## config.mk

```make
export PLATFORM = sky130hd
export DESIGN_NAME = rtc_timer_alarm_osc_config
export DESIGN_NICKNAME = d
export VERILOG_FILES = /design/src/hdl/rtc_cfg_pkg.sv /design/src/hdl/rtc_timer_alarm_osc_config.sv
export SDC_FILE = /design/constraint.sdc
export NUM_CORES = 1
export LEC_CHECK = 0
export BUFFER_PORTS_ARGS = -buffer_cell sky130_fd_sc_hd__buf_2
export CORE_UTILIZATION = 50
export CTS_CLUSTER_SIZE = 8
export DETAILED_ROUTE_END_ITERATION = 12
export PLACE_DENSITY = 0.69
export REMOVE_ABC_BUFFERS = 1
export SYNTH_ARGS = -nofsm -noshare
export SYNTH_HDL_FRONTEND = slang
export SYNTH_SLANG_ARGS = --single-unit
```

## constraint.sdc

```tcl
create_clock -name pclk -period 2.6 [get_ports pclk]
set_input_delay 0.39 -clock pclk [delete_from_list [all_inputs] [get_ports pclk]]
set_output_delay 0.39 -clock pclk [all_outputs]
set_load 0.02 [all_outputs]
```

## src/hdl/rtc_cfg_pkg.sv

```systemverilog
package rtc_cfg_pkg;

  // register indices; byte address is four times the index
  localparam logic [3:0] IDX_SNAP0 = 4'h0;
  localparam logic [3:0] IDX_SNAP3 = 4'h3;
  localparam logic [3:0] IDX_CTRL = 4'h4;
  localparam logic [3:0] IDX_OSC = 4'h6;
  localparam logic [3:0] IDX_PIN = 4'h7;
  localparam logic [3:0] IDX_ALARM_COMPARE_BYTE0 = 4'h8;
  localparam logic [3:0] IDX_ALARM_COMPARE_BYTE3 = 4'hB;
  localparam logic [3:0] IDX_STATUS = 4'hC;
  localparam logic [3:0] IDX_CLEAR = 4'hD;
  localparam logic [3:0] IDX_ENABLE = 4'hE;

  // bus widths
  localparam int ADDR_W = 6;
  localparam int DATA_W = 32;

  // oscillator configuration fields
  localparam int OSC_STEP_BIT = 7;
  localparam int OSC_RDY_BIT = 6;
  localparam int CAP_W = 4;
  localparam logic [3:0] CAP_RESET = 4'h0;

  // crystal pin configuration codes
  localparam logic [7:0] PIN_SHORT_CODE = 8'hE7;
  localparam logic [7:0] PIN_NORMAL_CODE = 8'h67;

  // control register fields
  localparam int CTRL_CAP_BIT = 0;
  localparam int CTRL_SET_BIT = 1;
  localparam int CTRL_AEN_BIT = 2;
  localparam int CTRL_MODE_BIT = 3;
  localparam logic CTRL_MODE_RESET = 1'b0;

  // event bits of status, clear and enable registers
  localparam int EV_ALARM = 0;
  localparam int EV_SET = 1;
  localparam int EV_CAP = 2;
  localparam int EV_W = 3;

  // load capacitance step interval
  localparam int CLK_PERIOD_NS = 10;
  localparam int STEP_TIME_NS = 1000;
  localparam logic [15:0] STEP_CYCLES = 16'(STEP_TIME_NS / CLK_PERIOD_NS);

endpackage : rtc_cfg_pkg

```

## src/hdl/rtc_timer_alarm_osc_config.sv

```systemverilog
// Decided for this implementation: register access over APB.
module rtc_timer_alarm_osc_config #(
  parameter logic [3:0] CAP_TARGET_RESET = rtc_cfg_pkg::CAP_RESET
) (
  input wire logic pclk,
  input wire logic presetn,
  input wire logic ce,
  input wire logic psel,
  input wire logic penable,
  input wire logic pwrite,
  input wire logic [rtc_cfg_pkg::ADDR_W-1:0] paddr,
  input wire logic [rtc_cfg_pkg::DATA_W-1:0] pwdata,
  output logic [rtc_cfg_pkg::DATA_W-1:0] prdata,
  output logic pready,
  output logic pslverr,
  output logic irq,
  output logic alarm_event,
  output logic crystal_short,
  output logic osc_mode_select,
  output logic [rtc_cfg_pkg::CAP_W-1:0] load_cap_level
);

  logic [31:0] timer_reg;
  logic [31:0] window_reg;
  logic [31:0] alarm_reg;
  logic set_cmd_reg;
  logic cap_cmd_reg;
  logic alarm_en_reg;
  logic mode_reg;
  logic step_en_reg;
  logic [3:0] cap_target_reg;
  logic [3:0] cap_level_reg;
  logic [15:0] step_cnt_reg;
  logic short_reg;
  logic [rtc_cfg_pkg::EV_W-1:0] status_reg;
  logic [rtc_cfg_pkg::EV_W-1:0] ien_reg;
  logic irq_reg;
  logic alarm_event_reg;
  logic [31:0] prdata_reg;
  logic pready_reg;
  logic pslverr_reg;

  logic [3:0] idx;
  logic aligned;
  logic mapped;
  logic setup;
  logic wr;
  logic wr_ctrl;
  logic cap_ready;
  logic alarm_match;
  logic [rtc_cfg_pkg::EV_W-1:0] events;
  logic [31:0] rd_next;

  // address decode
  assign idx = paddr[5:2];
  assign aligned = (paddr[1:0] == 2'h0);
  assign setup = psel && !penable;
  assign wr = psel && penable && pready_reg && pwrite && !pslverr_reg;
  assign wr_ctrl = wr && (idx == rtc_cfg_pkg::IDX_CTRL);

  always_comb begin
    if (!aligned) begin
      mapped = 1'b0;
    end else if (idx <= rtc_cfg_pkg::IDX_CTRL) begin
      mapped = 1'b1;
    end else if (idx >= rtc_cfg_pkg::IDX_OSC && idx <= rtc_cfg_pkg::IDX_ENABLE) begin
      mapped = 1'b1;
    end else begin
      mapped = 1'b0;
    end
  end

  // read mux
  always_comb begin
    rd_next = 32'h0000_0000;
    if (idx <= rtc_cfg_pkg::IDX_SNAP3) begin
      rd_next = {24'h00_0000, window_reg[idx[1:0]*8 +: 8]};
    end else if (idx == rtc_cfg_pkg::IDX_CTRL) begin
      rd_next = {28'h000_0000, mode_reg, alarm_en_reg, set_cmd_reg, cap_cmd_reg};
    end else if (idx == rtc_cfg_pkg::IDX_OSC) begin
      rd_next = {24'h00_0000, step_en_reg, cap_ready, 2'h0, cap_target_reg};
    end else if (idx >= rtc_cfg_pkg::IDX_ALARM_COMPARE_BYTE0 && idx <= rtc_cfg_pkg::IDX_ALARM_COMPARE_BYTE3) begin
      rd_next = {24'h00_0000, alarm_reg[idx[1:0]*8 +: 8]};
    end else if (idx == rtc_cfg_pkg::IDX_STATUS) begin
      rd_next = {29'h0000_0000, status_reg};
    end else if (idx == rtc_cfg_pkg::IDX_ENABLE) begin
      rd_next = {29'h0000_0000, ien_reg};
    end else begin
      rd_next = 32'h0000_0000;
    end
  end

  // apb answer: one wait-free access phase after setup
  always_ff @(posedge pclk or negedge presetn) begin
    if (!presetn) begin
      prdata_reg <= 32'h0000_0000;
      pready_reg <= 1'b0;
      pslverr_reg <= 1'b0;
    end else if (ce) begin
      pready_reg <= setup;
      if (setup) begin
        prdata_reg <= pwrite ? 32'h0000_0000 : rd_next;
        pslverr_reg <= !mapped;
      end else begin
        pslverr_reg <= 1'b0;
      end
    end
  end

  // snapshot window: capture or byte writes
  generate
    for (genvar b = 0; b < 4; b++) begin : g_bytes
      always_ff @(posedge pclk or negedge presetn) begin
        if (!presetn) begin
          window_reg[b*8 +: 8] <= 8'h00;
          alarm_reg[b*8 +: 8] <= 8'h00;
        end else if (ce) begin
          if (cap_cmd_reg) begin
            window_reg[b*8 +: 8] <= timer_reg[b*8 +: 8];
          end else if (wr && idx == 4'(rtc_cfg_pkg::IDX_SNAP0 + 4'(b))) begin
            window_reg[b*8 +: 8] <= pwdata[7:0];
          end
          if (wr && idx == 4'(rtc_cfg_pkg::IDX_ALARM_COMPARE_BYTE0 + 4'(b))) begin
            alarm_reg[b*8 +: 8] <= pwdata[7:0];
          end
        end
      end
    end
  endgenerate

  // running timer and preset
  always_ff @(posedge pclk or negedge presetn) begin
    if (!presetn) begin
      timer_reg <= 32'h0000_0000;
    end else if (ce) begin
      if (set_cmd_reg) begin
        timer_reg <= window_reg;
      end else begin
        timer_reg <= timer_reg + 32'h0000_0001;
      end
    end
  end

  // command bits: software write wins over hardware clear
  always_ff @(posedge pclk or negedge presetn) begin
    if (!presetn) begin
      set_cmd_reg <= 1'b0;
      cap_cmd_reg <= 1'b0;
      alarm_en_reg <= 1'b0;
      mode_reg <= rtc_cfg_pkg::CTRL_MODE_RESET;
    end else if (ce) begin
      if (wr_ctrl && pwdata[rtc_cfg_pkg::CTRL_SET_BIT]) begin
        set_cmd_reg <= 1'b1;
      end else begin
        set_cmd_reg <= 1'b0;
      end
      if (wr_ctrl && pwdata[rtc_cfg_pkg::CTRL_CAP_BIT]) begin
        cap_cmd_reg <= 1'b1;
      end else begin
        cap_cmd_reg <= 1'b0;
      end
      if (wr_ctrl) begin
        alarm_en_reg <= pwdata[rtc_cfg_pkg::CTRL_AEN_BIT];
        mode_reg <= pwdata[rtc_cfg_pkg::CTRL_MODE_BIT];
      end
    end
  end

  // oscillator configuration and crystal pin short
  always_ff @(posedge pclk or negedge presetn) begin
    if (!presetn) begin
      step_en_reg <= 1'b0;
      cap_target_reg <= CAP_TARGET_RESET;
      short_reg <= 1'b0;
    end else if (ce) begin
      if (wr && idx == rtc_cfg_pkg::IDX_OSC) begin
        step_en_reg <= pwdata[rtc_cfg_pkg::OSC_STEP_BIT];
        cap_target_reg <= pwdata[3:0];
      end
      if (wr && idx == rtc_cfg_pkg::IDX_PIN && pwdata[7:0] == rtc_cfg_pkg::PIN_SHORT_CODE) begin
        short_reg <= 1'b1;
      end else if (wr && idx == rtc_cfg_pkg::IDX_PIN && pwdata[7:0] == rtc_cfg_pkg::PIN_NORMAL_CODE) begin
        short_reg <= 1'b0;
      end
    end
  end

  // load capacitance walks one code per interval toward target
  always_ff @(posedge pclk or negedge presetn) begin
    if (!presetn) begin
      cap_level_reg <= CAP_TARGET_RESET;
      step_cnt_reg <= 16'h0000;
    end else if (ce) begin
      if (!step_en_reg) begin
        cap_level_reg <= cap_target_reg;
        step_cnt_reg <= 16'h0000;
      end else if (cap_level_reg == cap_target_reg) begin
        step_cnt_reg <= 16'h0000;
      end else if (step_cnt_reg == rtc_cfg_pkg::STEP_CYCLES - 16'h0001) begin
        step_cnt_reg <= 16'h0000;
        if (cap_level_reg < cap_target_reg) begin
          cap_level_reg <= cap_level_reg + 4'h1;
        end else begin
          cap_level_reg <= cap_level_reg - 4'h1;
        end
      end else begin
        step_cnt_reg <= step_cnt_reg + 16'h0001;
      end
    end
  end

  assign cap_ready = (cap_level_reg == cap_target_reg);

  // alarm compare and event sources
  assign alarm_match = alarm_en_reg && (timer_reg == alarm_reg);
  assign events = {cap_cmd_reg, set_cmd_reg, alarm_match};

  // sticky status; a new event beats a clear in the same cycle
  always_ff @(posedge pclk or negedge presetn) begin
    if (!presetn) begin
      status_reg <= '0;
      ien_reg <= '0;
      irq_reg <= 1'b0;
      alarm_event_reg <= 1'b0;
    end else if (ce) begin
      if (wr && idx == rtc_cfg_pkg::IDX_CLEAR) begin
        status_reg <= (status_reg & ~pwdata[rtc_cfg_pkg::EV_W-1:0]) | events;
      end else begin
        status_reg <= status_reg | events;
      end
      if (wr && idx == rtc_cfg_pkg::IDX_ENABLE) begin
        ien_reg <= pwdata[rtc_cfg_pkg::EV_W-1:0];
      end
      irq_reg <= |(status_reg & ien_reg);
      alarm_event_reg <= alarm_match;
    end
  end

  // outputs straight from flops
  assign prdata = prdata_reg;
  assign pready = pready_reg;
  assign pslverr = pslverr_reg;
  assign irq = irq_reg;
  assign alarm_event = alarm_event_reg;
  assign crystal_short = short_reg;
  assign osc_mode_select = mode_reg;
  assign load_cap_level = cap_level_reg;
endmodule : rtc_timer_alarm_osc_config

```

==> results of run 1 <==
power by group through the flow:
stage	Clock, W	Sequential (W)	Combinational [W]
after floorplan	0	0.00261	0.000468
after global placement	0	0.00267	0.000762
after detailed placement	0	0.00268	0.000777
after CTS	0.00291	0.00264	0.000786
after global routing	0.00300	0.00267	0.000871
final	0.00288	0.00265	0.000785
cells in the mapped netlist (17+ instances only):
master	count
sky130_fd_sc_hd__mux4_2	19
sky130_fd_sc_hd__nand4_1	17
sky130_fd_sc_hd__nor2_1	57
sky130_fd_sc_hd__mux2_2	41
sky130_fd_sc_hd__o21ai_0	60
sky130_fd_sc_hd__nand3_1	23
sky130_fd_sc_hd__nand2_1	66
sky130_fd_sc_hd__buf_4	30
sky130_fd_sc_hd__clkbuf_1	34
sky130_fd_sc_hd__dfrtp_1	144
sky130_fd_sc_hd__a21oi_1	110
sky130_fd_sc_hd__xor2_1	29
routing by layer:
layer | vias up | part of all wire | GRT usage
met2 | 290 | 0.46 | 0.4362
met5 | - | 0 | 0
li1 | 3091 | - | -
met1 | 3348 | 0.43 | 0.3939
met4 | 0 | 0.028 | 0.1041
met3 | 48 | 0.082 | 0.08428
what timing repair did:
item	4_1_cts	5_1_grt
endpoints found under the setup margin	0	0
hold buffers	1	0
endpoints found under the hold margin	49	0
buffers inserted	0	0
metrics by stage:
stage	power (W)	hold WS, ns	std cells	setup slack [ns]	util
global route	0.006542	0.2372	1101	0.001549	0.5840
global placement	0.003436	0.3734	1068	0.3280	0.5400
detailed placement	0.003456	0.3699	1068	0.2382	0.5400
floorplan	0.003078	0.09441	784	0.1597	-
finish	0.006313	0.2176	1101	0.2458	0.5840
CTS	0.006334	0.2075	1101	0.2111	0.5840
worst max-delay path by stage:
stage	from	endpoint	slack (ns)	cells after the start
after floorplan	load_cap_level[1]	load_cap_level[3]	0.16	9
after global placement	load_cap_level[1]	load_cap_level[3]	0.33	9
after detailed placement	load_cap_level[1]	load_cap_level[3]	0.24	9
after CTS	load_cap_level[1]	load_cap_level[3]	0.21	9
after global routing	load_cap_level[1]	load_cap_level[3]	0.002	9
final	load_cap_level[1]	load_cap_level[3]	0.25	9
cell families (layout without fill, tap and decap cells):
logic type,after synthesis,count (layout),share of synthesized area
other,1,24,0.0004546
AND/OR/NAND/NOR,252,252,0.1656
multiplexers,71,71,0.1212
AO/OA/AOI/OAI,235,235,0.1661
XOR/XNOR,35,35,0.03716
flip-flops,144,144,0.4368
adder cells (fa/ha/maj),9,9,0.01456
buffers and inverters,94,115,0.05809
cell usage in the layout, fill, tap and decap left out, types with 7 or more instances in the layout:
master | netlist | layout
sky130_fd_sc_hd__nand2b_1 | 7 | 7
sky130_fd_sc_hd__xor2_1 | 29 | 29
sky130_fd_sc_hd__nor4_1 | 12 | 12
sky130_fd_sc_hd__mux4_2 | 19 | 19
sky130_fd_sc_hd__bufinv_16 | 0 | 7
sky130_fd_sc_hd__mux2i_1 | 11 | 11
sky130_fd_sc_hd__buf_4 | 30 | 28
sky130_fd_sc_hd__nand2_1 | 66 | 66
sky130_fd_sc_hd__ha_1 | 8 | 8
sky130_fd_sc_hd__dfrtp_1 | 144 | 144
sky130_fd_sc_hd__nand4_1 | 17 | 17
sky130_fd_sc_hd__mux2_2 | 41 | 41
sky130_fd_sc_hd__o22ai_1 | 8 | 8
sky130_fd_sc_hd__o31ai_1 | 11 | 11
sky130_fd_sc_hd__a21oi_1 | 110 | 110
sky130_fd_sc_hd__and3_1 | 9 | 9
sky130_fd_sc_hd__buf_2 | 10 | 36
sky130_fd_sc_hd__nor3_1 | 10 | 10
sky130_fd_sc_hd__o21ai_0 | 60 | 60
sky130_fd_sc_hd__nor2_1 | 57 | 57
sky130_fd_sc_hd__a22oi_1 | 10 | 10
sky130_fd_sc_hd__clkbuf_16 | 0 | 17
sky130_fd_sc_hd__nand3_1 | 23 | 23
sky130_fd_sc_hd__inv_1 | 13 | 13
sky130_fd_sc_hd__nor2b_1 | 11 | 11
sky130_fd_sc_hd__conb_1 | 1 | 24
layout make-up:
| class | instances | area share |
|---|---|---|
| inverters | 14 | 0.005624 |
| flip-flops and latches | 144 | 0.3856 |
| repair buffers | 69 | 0.05048 |
| clock buffers | 21 | 0.04928 |
| clock inverters | 11 | 0.02491 |
| well taps | 216 | 0.02892 |
| multi-input cells | 626 | 0.4551 |
critical path: cells and delay by family, from the launching register on:
family,cells,cell delay (ns)
AO/OA/AOI/OAI,4,0.66
XOR/XNOR,1,0.22
adder cells (fa/ha/maj),2,0.64
flip-flops,1,0.46
multiplexers,1,0.21
AND/OR/NAND/NOR,1,0.06
==> Implementation_results.wiki, run 1 <==
{| class="wikitable"
! Metric !! Value
|-
| Max VDD drop || 0.0003961 V
|-
| Number of synthesized flops with an enable pin || 0
|-
| Worst EP arrival || 2.67 ns
|-
| Switching Share || 0.2626
|-
| Capture endpoint of the worst hold path || pslverr
|-
| Number of global-route vias before repair || around 6300
|-
| Total Routed Length || 22960 um
|-
| Top cell type's share of synthesized area || 0.4368
|-
| Total global routing track utilization || 0.2879
|-
| Start-to-end type of the worst setup path || reg -> reg
|-
| Number of maximum-capacitance violations || 0
|-
| Proportion of layout cells with a drive suffix above 1 || 0.2079
|-
| Number of CTS-inserted buffers || 17
|-
| Pin slew with the least headroom to its limit || 0.6891 ns
|-
| Critical path cell sequence || ha_1 > a21oi_1 > o21ai_0 > ha_1 > a21o_1 > a21oi_1 > xor2_1 > mux2i_1 > nor2_1
|-
| Post-synthesis instance total || 841
|-
| Detailed-route DRC error count || 0
|-
| Total number of H-tree levels || 4
|-
| Vias post-DR || about 6800
|-
| Pleak || 4.281 nW
|-
| Row Count || 46
|-
| Final-layout setup total negative slack || 0 ns
|-
| Number of DRC markers after the initial detailed-route iteration || 604
|-
| Initial core utilization || 0.5156
|-
| Top cells by area, synth || sky130_fd_sc_hd__dfrtp_1, sky130_fd_sc_hd__a21oi_1, sky130_fd_sc_hd__mux2_2
|-
| Die Outline Area || approximately 0.017 sq mm
|-
| Depth of the most critical reg-to-reg path || 9
|-
| Clock Skews || 0.007722 ns
|-
| Clock tree buffer depth || 2
|-
| Final-layout fill cell count || 1377
|-
| Number of instances on the worst hold path || 3
|-
| Die Width || 130.4 um
|-
| Sinks on Clock Net || 144
|-
| Floorplan die height || 130.4 um
|-
| Vias per inst || 6.155
|-
| Async SR Flop Fraction || 1.000
|-
| RSZ-0062 raised after global routing || false
|-
| Largest driver fanout on the critical path || 6
|-
| Setup crit end kind || register
|-
| Achievable frequency || 0.4248 GHz
|-
| Minimum setup slack among reg-to-reg paths || about 0.25 ns
|-
| Total net switching power || between 0.0015 and 0.002 W
|-
| Area of the multi-input gates || 0.004253 sq mm
|-
| Top-Level Pins || 86
|-
| Maximum number of pins on one net before global-route repair || 74
|-
| Max-slew violations || 0
|-
| Required time at the worst-slack endpoint || 2.92 ns
|-
| Share of power burned in registers || 0.420
|-
| Core region area || between 0.015 and 0.02 sq mm
|-
| Number of routed nets with antenna violations || 0
|-
| Capturing point of the worst reg2reg path || load_cap_level[3]
|-
| Status || finished clean
|-
| Area of the mapped netlist || 0.008249 sq mm
|-
| Clock tree from TritonCTS || built
|-
| Number of storage elements in the synthesis netlist || 144
|-
| Largest stage delay on the critical path || 0.46 ns
|-
| Pre-antenna DRT Iters || 5
|-
| Slowest cell on crit path || sky130_fd_sc_hd__dfrtp_1
|-
| Clock latency on the worst-skew pair || between 0.4 and 0.5 ns
|-
| Path type of the worst min-delay path || in -> reg
|-
| Clock input transition at the sequential cells of the worst setup and hold paths || 0.06 ns
|-
| Placed cell area || approximately 0.0086 sq mm
|-
| P&R area growth vs syn || 13.27%
|-
| Clock tree root driver cell || sky130_fd_sc_hd__clkbuf_16
|-
| Min-delay src || paddr[1]
|-
| Power per unit of standard cell area || 675.6 mW/mm^2
|-
| Cell Int Power || 0.004655 W
|-
| Seq/Total Area, Yosys || 0.4368
|-
| Initial antenna violation count || 0
|-
| Post-cts sizing count || 0
|-
| Final hold violations || 0
|-
| Congestion Overflow GR || 0
|-
| Count of antenna diodes in the layout || 0
|-
| Remaining max-slew budget at the tightest pin || 0.5406
|-
| DP Wirelength || 15960 um
|-
| Final Critical Period || roughly 2.4 ns
|-
| Setup violations, final || 0
|-
| Startpoint of the most critical register-to-register path || load_cap_level[1]
|-
| Wire length of the first global-routing pass || 35910 um
|-
| Routed length per placed instance || 20.85 um
|-
| Sequential standard cell area || 0.003603 sq mm
|-
| Nature of the critical path startpoint || register
|-
| Post-synthesis cell type with the largest combined area || sky130_fd_sc_hd__dfrtp_1
|-
| Final non-filler cell area || 0.009344 sq mm
|-
| Yosys warnings || 0
|-
| Final Net Count || 925
|-
| Synth Flop Type || sky130_fd_sc_hd__dfrtp_1
|-
| Count of distinct cell types in the synthesized netlist || 68
|-
| Count of input and output buffers || 37
|-
| Final Wtd Congestion || 0.8851
|-
| Part of the total power dissipated in the clock network || 0.456
|-
| Comb power frac || 0.124
|-
| Final cycle utilization of the critical path || 0.9054
|-
| Mean area per synthesized cell || 9.809 sq um
|}
(Power assumes the default switching activity.)
==> inputs of run 2 (changes only) <==
--- a/config.mk
+++ b/config.mk
@@ -5,11 +5,10 @@
 export SDC_FILE = /design/constraint.sdc
 export NUM_CORES = 1
 export LEC_CHECK = 0
-export BUFFER_PORTS_ARGS = -buffer_cell sky130_fd_sc_hd__buf_2
 export CORE_UTILIZATION = 50
 export CTS_CLUSTER_SIZE = 8
 export DETAILED_ROUTE_END_ITERATION = 12
-export PLACE_DENSITY = 0.69
+export DONT_BUFFER_PORTS = 1
 export REMOVE_ABC_BUFFERS = 1
 export SYNTH_ARGS = -nofsm -noshare
 export SYNTH_HDL_FRONTEND = slang
==> Implementation_results.wiki, run 2 (same netlist as run 1, synthesis figures left out) <==
{| class="wikitable"
! Metric !! Value
|-
| Die Width || 130.4 um
|-
| Most common cell after layout, fill and taps aside || sky130_fd_sc_hd__dfrtp_1
|-
| Worst EP arrival || 2.56 ns
|-
| Setup violations, final || 0
|-
| Total setup buffers inserted after CTS || 0
|-
| Initial antenna violation count || 0
|-
| Required time at the worst-slack endpoint || 2.91 ns
|-
| Setup crit end kind || register
|-
| Vias post-DR || 6733
|-
| Largest stage delay on the critical path || 0.47 ns
|-
| Number of routed nets with antenna violations || 0
|-
| Top library cells by usage in the layout, fill and taps aside || sky130_fd_sc_hd__dfrtp_1, sky130_fd_sc_hd__a21oi_1, sky130_fd_sc_hd__nand2_1
|-
| Congestion Overflow GR || 0
|-
| Sinks on Clock Net || roughly 140
|-
| Clock input transition at the sequential cells of the worst setup and hold paths || 0.06 ns
|-
| Post-cts sizing count || 0
|-
| Maximum number of pins on one net before global-route repair || ~150
|-
| Power per unit of standard cell area || 643.4 mW/mm^2
|-
| Total global routing track utilization || 0.3003
|-
| Row Count || 46
|-
| Number of CTS-inserted buffers || 17
|-
| Total Routed Length || 23490 um
|-
| Initial core utilization || 0.5156
|-
| Pre-antenna DRT Iters || 5
|-
| Buffers & Inverters on Critical Path || 1
|-
| Clock tree root driver cell || sky130_fd_sc_hd__clkbuf_16
|-
| Slowest cell on crit path || sky130_fd_sc_hd__nor3_4
|-
| Largest driver fanout on the critical path || 8
|-
| Wire length of the first global-routing pass || approximately 38000 um
|-
| Max-slew violations || 0
|-
| Clock latency on the worst-skew pair || 0.43 ns
|-
| Floorplan die height || 130.4 um
|-
| Final-layout setup total negative slack || 0 ns
|-
| Number of global-route vias before repair || 6596
|-
| Final Wtd Congestion || 0.8433
|-
| Tightest hold margin || -0.3375 ns
|-
| Final Net Count || around 890
|-
| Final hold violations || ~140
|-
| CP delay by family, top || simple AND/OR/NAND/NOR gates
|-
| Die Outline Area || 0.01702 sq mm
|-
| Overall power of the completed layout || 0.005785 W
|-
| Core region area || 0.01600 sq mm
|-
| Achievable frequency || 0.4444 GHz
|-
| Pleak || between 4 and 5 nW
|-
| Critical path cell sequence || inv_1 > nor4_4 > nand2_1 > nor3_4 > mux2_2
|-
| Routed length per placed instance || 22.16 um
|-
| Top-Level Pins || 86
|-
| Proportion of layout cells with a drive suffix above 1 || 0.1694
|-
| Start-to-end type of the worst setup path || reg -> reg
|-
| Clock tree from TritonCTS || built
|-
| Clock tree buffer depth || 2
|-
| Path type of the worst min-delay path || in -> async
|-
| Pin slew with the least headroom to its limit || 0.6003 ns
|-
| Nature of the critical path startpoint || register
|-
| Total number of H-tree levels || 4
|-
| Clock Skews || 0.008834 ns
|-
| Status || complete, but fails checks
|-
| RSZ-0062 raised after global routing || false
|-
| P&R area growth vs syn || 8.994%
|-
| Max VDD drop || 0.0005246 V
|-
| Final Critical Period || 2.250 ns
|-
| Violations in the final reports || hold timing
|-
| Number of maximum-capacitance violations || 0
|-
| Remaining max-slew budget at the tightest pin || 0.5967
|-
| Count of input and output buffers || 0
|-
| Count of antenna diodes in the layout || 0
|-
| Vias per inst || 6.352
|-
| Number of DRC markers after the initial detailed-route iteration || 601
|-
| Final cycle utilization of the critical path || 0.8654
|-
| DP Wirelength || 16120 um
|-
| Detailed-route DRC error count || 0
|}
==> run 2: changes by cell type in the layout (fill, tap and decap cells not counted) <==
cell	previous run	this run
sky130_fd_sc_hd__clkbuf_1	2	3
sky130_fd_sc_hd__clkinvlp_4	1	0
sky130_fd_sc_hd__buf_6	1	0
sky130_fd_sc_hd__buf_4	28	29
sky130_fd_sc_hd__buf_12	3	0
sky130_fd_sc_hd__bufinv_16	7	2
sky130_fd_sc_hd__dlygate4sd3_1	1	0
sky130_fd_sc_hd__clkbuf_8	2	6
sky130_fd_sc_hd__buf_2	36	0
==> run 2: worst paths after layout <==
| path | startpoint | endpoint | slack [ns] | cells after the start |
|---|---|---|---|---|
| min | presetn | load_cap_level[0] | -0.34 | 0 |
| max reg2reg | pready | alarm_reg[0] | 0.35 | 5 |
| min reg2reg | step_cnt_reg[15] | step_cnt_reg[15] | 0.51 | 1 |
| min in group pclk | ce | timer_reg[14] | 0.05 | 1 |
| max | pready | alarm_reg[0] | 0.35 | 5 |
| max in group asynchronous | presetn | window_reg[4] | 2.74 | 0 |
==> run 2: stage by stage <==
step | setup WS (ns) | utilization | hold WS (ns) | instance area [sq um] | cells
2_1_floorplan | 0.1597 | - | 0.09441 | 7909 | 784
3_3_place_gp | 0.3692 | 0.5248 | 0.09758 | 8397 | 1029
3_5_place_dp | 0.3367 | 0.5248 | 0.09798 | 8397 | 1029
4_1_cts | 0.3314 | 0.5619 | -0.3651 | 8991 | 1060
5_1_grt | 0.2030 | 0.5619 | -0.3560 | 8991 | 1060
6_report | 0.3499 | 0.5619 | -0.3375 | 8991 | 1060
==> run 2: routing by layer <==
metal	global-route usage	vias to the layer above	part of all wire
met5	0	-	0
met4	0.1109	0	0.025
met3	0.05537	46	0.079
met2	0.4934	316	0.48
met1	0.3986	3375	0.42
li1	-	2996	-
==> run 2: power breakdown <==
part / internal, W / leakage, nW / switching, W / total (W)
Combinational: 0.000308 / 1.86 / 0.000363 / 0.000671
Sequential: 0.00239 / 1.89 / 0.000235 / 0.00263
Clock: 0.00156 / 0.296 / 0.000928 / 0.00248
Total: 0.00426 / 4.05 / 0.00153 / 0.00578
==> run 2: final cells by class <==
cell class	count	area (sq um)
fill	1435	7009
multi-input combinational	626	4253
sequential	144	3603
clock buffer	26	519.2
tap	216	270.3
timing repair buffer	29	217.7
clock inverter	5	75.07
inverter	14	52.55
